===== src/tsr_pkg.sv =====
// tsr_pkg: constants, command codes and carrier types for the temperature sensor register core.
// assumes a single core clock domain; the serial framer outside delivers whole command bytes.
package tsr_pkg;

  // command bytes seen on the command port
  localparam logic [7:0] CMD_RD_TEMP  = 8'hC1;
  localparam logic [7:0] CMD_RD_CFG   = 8'hC3;
  localparam logic [7:0] CMD_WR_CFG   = 8'h83;
  localparam logic [7:0] CMD_RD_HYST  = 8'hC5;
  localparam logic [7:0] CMD_WR_HYST  = 8'h85;
  localparam logic [7:0] CMD_RD_CRIT  = 8'hC7;
  localparam logic [7:0] CMD_WR_CRIT  = 8'h87;
  localparam logic [7:0] CMD_RD_LOW   = 8'hC9;
  localparam logic [7:0] CMD_WR_LOW   = 8'h89;
  localparam logic [7:0] CMD_RD_HIGH  = 8'hCB;
  localparam logic [7:0] CMD_WR_HIGH  = 8'h8B;

  // configuration field positions and writable mask
  localparam int         CFG_SHDN_BIT   = 8;
  localparam int         CFG_INTMODE_BIT = 9;
  localparam int         CFG_OTPOL_BIT  = 10;
  localparam int         CFG_WPOL_BIT   = 11;
  localparam int         CFG_QUEUE_BIT  = 12;
  localparam logic [15:0] CFG_WR_MASK   = 16'h1F00;
  localparam logic [15:0] CFG_RESET     = 16'h0000;

  // limit registers keep sign plus eight bits, the low seven are dropped
  localparam logic [15:0] LIM_WR_MASK   = 16'hFF80;
  localparam int          LIM_LSB       = 7;
  localparam logic [15:0] HYST_RESET    = 16'h0100;
  localparam logic [15:0] CRIT_RESET    = 16'h2800;
  localparam logic [15:0] LOW_RESET     = 16'h0500;
  localparam logic [15:0] HIGH_RESET    = 16'h2000;

  // temperature word layout: 13-bit reading above three flags
  localparam int          TEMP_LSB      = 3;
  localparam int          FLAG_HIGH_BIT = 2;
  localparam int          FLAG_LOW_BIT  = 1;
  localparam int          FLAG_CRIT_BIT = 0;
  localparam logic [15:0] TEMP_RESET    = 16'h0000;

  // consecutive faults needed when the fault queue is on
  localparam logic [2:0]  QUEUE_DEPTH   = 3'h4;

  typedef struct packed {
    logic [7:0]  cmd;
    logic [15:0] wdata;
  } tsr_cmd_t;

endpackage


===== src/tsr_core.sv =====
// tsr_core: register core of a 13-bit temperature sensor with warning and critical outputs.
// assumes a serial framer on core_clk hands over one command with its write word per cmd_valid,
// and the converter delivers readings on core_clk, so no input needs synchronising.
//
// Summary of operation
// - reading is two's complement, 1/16 degree steps
// - lowest three temperature bits are status flags
// - temperature register read-only, read by C1h
// - configuration keeps only bits 8 to 12
// - shutdown bit stops all but interface, reset
// - fault queue demands four faults in a row
// - configuration read by C3h, written by 83h
// - limits use top nine bits, one degree
// - warning from high, low and hysteresis limits
// - critical output from critical and hysteresis limits
// - reserved bits discarded, limits read and write
// - reset loads hysteresis 2 and critical 80 degrees
// - reset loads low 10 and high 64 degrees
// - polarity bits, interrupt mode, config clears
`timescale 1ns/1ps
`default_nettype none

module tsr_core
  import tsr_pkg::*;
(
  input  wire logic        core_clk,
  input  wire logic        srst,
  input  wire logic        clk_en,
  input  wire logic        cmd_valid,
  input  wire tsr_cmd_t    cmd_req,
  output logic             rd_valid,
  output logic [15:0]      rd_data,
  input  wire logic        sample_valid,
  input  wire logic [12:0] sample_temp,
  output logic             conv_enable,
  output logic             warn_output,
  output logic             overtemp_output
);

  // whole degrees of a word: sign plus eight bits, widened so sums cannot overflow
  function automatic logic signed [9:0] deg_of(input logic [15:0] w);
    deg_of = $signed({w[15], w[15:LIM_LSB]});
  endfunction

  // saturating consecutive-fault counter step
  function automatic logic [2:0] queue_step(input logic hit, input logic [2:0] cnt);
    if (!hit) begin
      queue_step = 3'h0;
    end else if (cnt >= QUEUE_DEPTH) begin
      queue_step = cnt;
    end else begin
      queue_step = cnt + 3'h1;
    end
  endfunction

  logic [15:0] temp_reg;
  logic [15:0] cfg_reg;
  logic [15:0] hyst_reg;
  logic [15:0] crit_reg;
  logic [15:0] low_reg;
  logic [15:0] high_reg;
  logic [2:0]  warn_cnt_reg;
  logic [2:0]  crit_cnt_reg;
  logic        warn_act_reg;
  logic        crit_act_reg;

  logic              shutdown;
  logic              take_sample;
  logic              temp_read;
  logic              is_write;
  logic              rd_cmd;
  logic              wr_cfg;
  logic              wr_hyst;
  logic              wr_crit;
  logic              wr_low;
  logic              wr_high;
  logic              rd_cfg;
  logic              rd_hyst;
  logic              rd_crit;
  logic              rd_low;
  logic              rd_high;
  logic [15:0]       sample_word;
  logic signed [9:0] now_deg;
  logic signed [9:0] high_deg;
  logic signed [9:0] low_deg;
  logic signed [9:0] crit_deg;
  logic signed [9:0] hyst_deg;
  logic              hi_hit;
  logic              lo_hit;
  logic              crit_hit;
  logic              warn_clear;
  logic              crit_clear;
  logic              warn_release;
  logic              crit_release;
  logic [2:0]        warn_cnt_next;
  logic [2:0]        crit_cnt_next;
  logic              warn_fire;
  logic              crit_fire;

  // conversions are held off while shut down; registers and the command port stay live
  assign shutdown    = cfg_reg[CFG_SHDN_BIT];
  assign conv_enable = ~shutdown;
  assign take_sample = sample_valid & ~shutdown;
  assign temp_read   = cmd_valid & (cmd_req.cmd == CMD_RD_TEMP);
  assign is_write    = cmd_valid & ~cmd_req.cmd[6];
  assign rd_cmd      = cmd_valid & cmd_req.cmd[6];

  // write strobes decoded once, so each register process stays small
  assign wr_cfg  = is_write & (cmd_req.cmd == CMD_WR_CFG);
  assign wr_hyst = is_write & (cmd_req.cmd == CMD_WR_HYST);
  assign wr_crit = is_write & (cmd_req.cmd == CMD_WR_CRIT);
  assign wr_low  = is_write & (cmd_req.cmd == CMD_WR_LOW);
  assign wr_high = is_write & (cmd_req.cmd == CMD_WR_HIGH);

  // read selects; a write code with bit 6 clear never reaches the read mux
  assign rd_cfg  = cmd_req.cmd == CMD_RD_CFG;
  assign rd_hyst = cmd_req.cmd == CMD_RD_HYST;
  assign rd_crit = cmd_req.cmd == CMD_RD_CRIT;
  assign rd_low  = cmd_req.cmd == CMD_RD_LOW;
  assign rd_high = cmd_req.cmd == CMD_RD_HIGH;

  // reading sits above the flags, each LSB worth a sixteenth of a degree
  assign sample_word = {sample_temp, 3'h0};
  assign now_deg     = deg_of(sample_word);

  // limits in whole degrees; the low seven bits never take part
  assign high_deg = deg_of(high_reg);
  assign low_deg  = deg_of(low_reg);
  assign crit_deg = deg_of(crit_reg);
  assign hyst_deg = deg_of(hyst_reg);

  // threshold checks; ten bits hold any limit plus or minus hysteresis
  assign hi_hit     = now_deg >= high_deg;
  assign lo_hit     = now_deg < low_deg;
  assign warn_clear = (now_deg < (high_deg - hyst_deg)) &&
                      (now_deg >= (low_deg + hyst_deg));
  assign crit_hit   = now_deg >= crit_deg;
  assign crit_clear = now_deg < (crit_deg - hyst_deg);

  // with the queue on a fault counts only on the fourth reading in a row
  assign warn_cnt_next = queue_step(hi_hit | lo_hit, warn_cnt_reg);
  assign crit_cnt_next = queue_step(crit_hit, crit_cnt_reg);
  assign warn_fire = cfg_reg[CFG_QUEUE_BIT] ? (warn_cnt_next >= QUEUE_DEPTH)
                                            : (hi_hit | lo_hit);
  assign crit_fire = cfg_reg[CFG_QUEUE_BIT] ? (crit_cnt_next >= QUEUE_DEPTH)
                                            : crit_hit;

  // interrupt mode releases on a temperature read, comparator mode on hysteresis
  assign warn_release = cfg_reg[CFG_INTMODE_BIT] ? temp_read : (take_sample && warn_clear);
  assign crit_release = cfg_reg[CFG_INTMODE_BIT] ? temp_read : (take_sample && crit_clear);

  // temperature word: hardware only, no command writes it
  always_ff @(posedge core_clk) begin
    if (srst) begin
      temp_reg <= TEMP_RESET;
    end else if (clk_en && take_sample) begin
      temp_reg[15:TEMP_LSB]     <= sample_temp;
      temp_reg[FLAG_HIGH_BIT]   <= hi_hit;
      temp_reg[FLAG_LOW_BIT]    <= lo_hit;
      temp_reg[FLAG_CRIT_BIT]   <= crit_hit;
    end
  end

  // configuration: only the five control bits are stored, the rest read zero
  always_ff @(posedge core_clk) begin
    if (srst) begin
      cfg_reg <= CFG_RESET;
    end else if (clk_en && wr_cfg) begin
      cfg_reg <= cmd_req.wdata & CFG_WR_MASK;
    end
  end

  // hysteresis limit; masked low bits keep reads honest about what is held
  always_ff @(posedge core_clk) begin
    if (srst) begin
      hyst_reg <= HYST_RESET;
    end else if (clk_en && wr_hyst) begin
      hyst_reg <= cmd_req.wdata & LIM_WR_MASK;
    end
  end

  // critical limit
  always_ff @(posedge core_clk) begin
    if (srst) begin
      crit_reg <= CRIT_RESET;
    end else if (clk_en && wr_crit) begin
      crit_reg <= cmd_req.wdata & LIM_WR_MASK;
    end
  end

  // lower warning limit
  always_ff @(posedge core_clk) begin
    if (srst) begin
      low_reg <= LOW_RESET;
    end else if (clk_en && wr_low) begin
      low_reg <= cmd_req.wdata & LIM_WR_MASK;
    end
  end

  // upper warning limit
  always_ff @(posedge core_clk) begin
    if (srst) begin
      high_reg <= HIGH_RESET;
    end else if (clk_en && wr_high) begin
      high_reg <= cmd_req.wdata & LIM_WR_MASK;
    end
  end

  // warning queue advances once per accepted reading, frozen during shutdown
  always_ff @(posedge core_clk) begin
    if (srst) begin
      warn_cnt_reg <= 3'h0;
    end else if (clk_en && take_sample) begin
      warn_cnt_reg <= warn_cnt_next;
    end
  end

  // critical queue, same stepping as the warning queue
  always_ff @(posedge core_clk) begin
    if (srst) begin
      crit_cnt_reg <= 3'h0;
    end else if (clk_en && take_sample) begin
      crit_cnt_reg <= crit_cnt_next;
    end
  end

  // warning state; a new fault in the same cycle as the release wins,
  // so no event is dropped by a host read racing a conversion
  always_ff @(posedge core_clk) begin
    if (srst) begin
      warn_act_reg <= 1'b0;
    end else if (clk_en) begin
      if (take_sample && warn_fire) begin
        warn_act_reg <= 1'b1;
      end else if (warn_release) begin
        warn_act_reg <= 1'b0;
      end
    end
  end

  // critical state, same set-wins priority
  always_ff @(posedge core_clk) begin
    if (srst) begin
      crit_act_reg <= 1'b0;
    end else if (clk_en) begin
      if (take_sample && crit_fire) begin
        crit_act_reg <= 1'b1;
      end else if (crit_release) begin
        crit_act_reg <= 1'b0;
      end
    end
  end

  // polarity bit 0 drives the pin low when active, 1 drives it high
  always_ff @(posedge core_clk) begin
    if (srst) begin
      warn_output <= 1'b1;
    end else if (clk_en) begin
      warn_output <= cfg_reg[CFG_WPOL_BIT] ? warn_act_reg : ~warn_act_reg;
    end
  end

  // overtemperature pin; registered so a polarity write never glitches it
  always_ff @(posedge core_clk) begin
    if (srst) begin
      overtemp_output <= 1'b1;
    end else if (clk_en) begin
      overtemp_output <= cfg_reg[CFG_OTPOL_BIT] ? crit_act_reg : ~crit_act_reg;
    end
  end

  // read strobe one cycle after the command, for every read code
  always_ff @(posedge core_clk) begin
    if (srst) begin
      rd_valid <= 1'b0;
    end else if (clk_en) begin
      rd_valid <= rd_cmd;
    end
  end

  // read word holds until the next read; unknown read codes return zero
  always_ff @(posedge core_clk) begin
    if (srst) begin
      rd_data <= 16'h0000;
    end else if (clk_en && rd_cmd) begin
      if (temp_read) begin
        rd_data <= temp_reg;
      end else if (rd_cfg) begin
        rd_data <= cfg_reg;
      end else if (rd_hyst) begin
        rd_data <= hyst_reg;
      end else if (rd_crit) begin
        rd_data <= crit_reg;
      end else if (rd_low) begin
        rd_data <= low_reg;
      end else if (rd_high) begin
        rd_data <= high_reg;
      end else begin
        rd_data <= 16'h0000;
      end
    end
  end

endmodule

`default_nettype wire


===== config.mk =====
export PLATFORM = sky130hd
export DESIGN_NAME = tsr_core
export DESIGN_NICKNAME = d
export VERILOG_FILES = /design/src/tsr_pkg.sv /design/src/tsr_core.sv
export SDC_FILE = /design/constraint.sdc
export NUM_CORES = 1
export LEC_CHECK = 0
export BUFFER_PORTS_ARGS = -buffer_cell sky130_fd_sc_hd__buf_4
export CAP_MARGIN = 5
export CORE_MARGIN = 2
export CORE_UTILIZATION = 35
export DETAILED_ROUTE_END_ITERATION = 12
export GPL_ROUTABILITY_DRIVEN = 0
export HOLD_SLACK_MARGIN = 0.06
export PLACE_DENSITY = 0.56
export SETUP_SLACK_MARGIN = 0.3
export SLEW_MARGIN = 20
export SYNTH_ARGS = -nofsm -noshare
export SYNTH_HDL_FRONTEND = slang
export SYNTH_SLANG_ARGS = --single-unit

===== constraint.sdc =====
create_clock -name core_clk -period 8.25 [get_ports core_clk]
set_input_delay 0.4125 -clock core_clk [delete_from_list [all_inputs] [get_ports core_clk]]
set_output_delay 0.4125 -clock core_clk [all_outputs]
set_load 0.02 [all_outputs]

==> impl_summary.log <==
[metrics] number of buffers between clock root and the deepest sink: 2
[metrics] TritonCTS clock tree: done
[metrics] aggregate negative setup slack: 0 ns
[metrics] number of levels the H-tree was split into: 3
[metrics] outcome: complete, no violations
[metrics] count of hold-fix buffers inserted at cts: 0
[metrics] worst setup path startpoint: hyst_reg[7]
[metrics] footprint of the multi-input gates: 0.00387 mm²
[metrics] endpoint of the most critical setup path: warn_act_reg
[metrics] cell with the most instances after synthesis: nor2_1
[metrics] top cell types by occurrence after synthesis: nor2_1 (91), ha_1 (85), dfxtp_1 (84)
[metrics] worst skew pair latency: 0.34 ns
[metrics] Overflow after GRT: 0
[metrics] count of unresolved DRC violations after routing: 0
[metrics] die boundary width: 134 µm
[metrics] overall routing resource usage: 0.192
[metrics] clock transition at the registers of the reported paths: 0.06 ns
[metrics] I/O pin count: 62
[metrics] highest ir drop seen on vdd: 0.0921 mV
[metrics] Initial Utilization: 0.358
[metrics] final max-slew violation count: 0
[metrics] share of async-settable or async-resettable flops after synthesis: 0
[metrics] sort of element at the start of the critical path: flip-flop
[metrics] Pre-Repair DR Iteration Count: 5
[metrics] RSZ-0062 raised after global routing: no
[metrics] area of the die: 0.0180 mm²
[metrics] cell type contributing the most total cell area after synthesis: dfxtp_1
[metrics] Post-Synth Simple-Gate Area: 0.185
[metrics] filler cell count: 1645
[metrics] xor and xnor fraction of the mapped netlist area: 0.0326
[metrics] IO Port Bufs: 54
[metrics] worst min-delay path class: in -> reg
[metrics] critical path class: reg -> reg
[metrics] standard-cell row count: 47
[metrics] Avg Inst Size Synth: 8.22 µm²
[metrics] largest family of logic cells by synthesized area: compound AO/OA/AOI/OAI gates
[metrics] portion of synthesized cell area occupied by the leading cell type: 0.284
[metrics] required time reported for the critical path endpoint: 8.51 ns
[metrics] worst-case hold slack: 0.292 ns
[metrics] number of synthesized register bits: 84
[metrics] post-synthesis instance total: 720
[metrics] routed len/inst: 17.1 µm
[metrics] Period Utilization, post-route: 0.499
[metrics] Final Critical Period: 4.12 ns
[metrics] Critical R2R Capture: warn_act_reg
[metrics] Static Leak: 0.00296 µW
[metrics] sequential element share of the synthesized area: 0.284
[metrics] count of unique library cells instantiated by Yosys: 58
[metrics] relative slew slack: 0.371
[metrics] remaining number of nets flagged by the antenna check after routing: 0
[metrics] Post-DP HPWL: 12.9 mm
[metrics] most frequently used flop master after synthesis: dfxtp_1
[metrics] multiplexer share of the synthesized area: 0.0508
[metrics] area added between synthesis and finish: 14.7%
[metrics] worst reg-to-reg path cell count: 16
[metrics] post-CTS setup buffers: 0
[metrics] first-iteration detailed-routing DRC count: 293
[metrics] maximum number of pins on one net before global-route repair: 88
[metrics] y dimension of the die: 134 µm
[metrics] Hold Startpoint: cmd_req[8]
[metrics] share of final-layout standard cells stronger than drive strength 1: 0.105
[metrics] count of non-filler cells in the finished layout: 981
[metrics] number of cells on the worst hold path: 2
[metrics] TritonCTS Buffers: 9
[metrics] cells taking the most area after synthesis: dfxtp_1 (28%), ha_1 (18%), nor2_1 (5.8%), mux2i_1 (5.1%), a21oi_1 (4.9%)
[metrics] number of failing setup endpoints in the final timing report: 0
[metrics] setup skew after layout: 0.00591 ns
[metrics] maximum clock rate: 0.243 GHz
[metrics] compound-gate portion of the synthesized area: 0.195
[metrics] vias in the first global route: 5143
[metrics] wirelength, routed: 16.8 mm
[metrics] count of flip-flops with a built-in enable after synthesis: 0
[metrics] detailed-route vias per instance: 5.31
[metrics] Sinks on Clock Net: 84
[metrics] critical path data arrival time: 4.38 ns
[metrics] antenna violations before repair: 0
[metrics] post-synthesis instance area: 0.00592 mm²
[metrics] storage element area: 0.00168 mm²
[metrics] number of synthesis warnings: 0
[metrics] root buffer cell: clkbuf_16
[metrics] final net count: 886
[metrics] Pwr Density: 142 mW/mm²
[metrics] quantity of gates resized following cts: 0
[metrics] first-pass GRT wire length: 27.2 mm
[metrics] launching point of the worst reg2reg path: hyst_reg[7]
[metrics] Worst Path Max Fanout: 5
[metrics] post-synthesis adder-cell area fraction: 0.190
[metrics] Antenna Diode Count: 0
[metrics] utilization of the core after routing: 0.411
[metrics] via total after detailed routing: 5210
[metrics] internal reg-to-reg setup slack: 4.13 ns
[metrics] CORE AREA: 0.0165 mm²
[metrics] number of cells in the design after placement: 965
[metrics] final hold vios: 0
[metrics] reported max-cap violation count: 0
[metrics] critical path capture point type: flip-flop
[metrics] Post-Syn Nets: 850
[metrics] slew at the pin closest to its max-slew limit: 0.944 ns
cell families after synthesis:
kind of cell | count (synthesis)
AND/OR/NAND/NOR | 231
adder cells (fa/ha/maj) | 88
multiplexers | 30
XOR/XNOR | 22
AO/OA/AOI/OAI | 174
buffers and inverters | 91
flip-flops | 84
per-stage QoR:
| step | setup slack [ns] | total power [µW] | area, µm² |
|---|---|---|---|
| 2_1_floorplan | 5.24 | 492 | 5920 |
| 3_3_place_gp | 4.29 | 536 | 6460 |
| 3_5_place_dp | 4.25 | 539 | 6460 |
| 5_1_grt | 3.84 | 1010 | 6780 |
| 6_report | 4.13 | 965 | 6780 |
| 4_1_cts | 4.19 | 974 | 6780 |
critical path, stage by stage, from the launching register on:
cell and delay (ns):
dfxtp_1 0.46, ha_1 0.21, inv_1 0.05, fa_1 0.40
a21oi_1 0.15, nor2_1 0.06, nor2_1 0.16, o21ai_0 0.17
o41ai_1 0.38, xor2_1 0.13, ha_1 0.32, nand4_1 0.17
a2111oi_0 0.73, nor4bb_1 0.13, o221ai_1 0.29, o21ai_0 0.12
o211ai_1 0.10
worst min-delay path by stage:
stage | slack [ns] | to
finish | 0.29 | low_reg[8]
floorplan | 0.44 | temp_reg[12]
global route | 0.30 | low_reg[8]
detailed placement | 0.45 | temp_reg[10]
global placement | 0.44 | temp_reg[3]
CTS | 0.28 | low_reg[8]
layer usage:
layer  vias up  track usage  wire length [µm]
met3        21       0.0412               629
met4         0       0.0467               305
li1       2628            -                 -
met1      2458        0.255              7920
met5         -            0                 0
met2       103        0.318              7960
layout by cell type (no fill, tap or decap), drive strengths merged, types with 3 or more instances in the layout:
cell type	synthesis	final
nand3	22	22
a211o	7	7
mux2i	30	30
a22o	3	3
nor2	91	91
xnor2	9	9
o21ai	30	30
o41ai	3	3
or2	4	4
ha	85	85
a32oi	4	4
a2111oi	3	3
clkbuf	21	12
a221o	4	4
a221oi	4	4
o221ai	5	5
a211oi	16	16
or3	3	3
nand4	6	6
buf	9	55
a31oi	4	4
and2	3	3
nand2b	12	12
fa	3	3
nor3	11	11
o211ai	5	5
dfxtp	84	84
nor3b	4	4
a21oi	58	58
inv	61	61
nor2b	10	10
nand2	57	57
a21o	7	7
a22oi	7	7
a311oi	3	3
xor2	13	13
report_power, final:
group / internal [µW] / switching, µW / total, µW / leakage, µW
clock network: 273 / 161 / 434 / 0.000153
registers: 414 / 4.98 / 419 / 0.000681
logic: 42.6 / 69.6 / 112 / 0.00212
cell type report:
type / count / share of cell area
multi-input cells: 545 / 0.570
repair buffers: 55 / 0.0609
clock inverters: 4 / 0.0107
clock buffers: 12 / 0.0363
flip-flops and latches: 84 / 0.248
well taps: 220 / 0.0406
inverters: 61 / 0.0338
(Power assumes the default switching activity.)
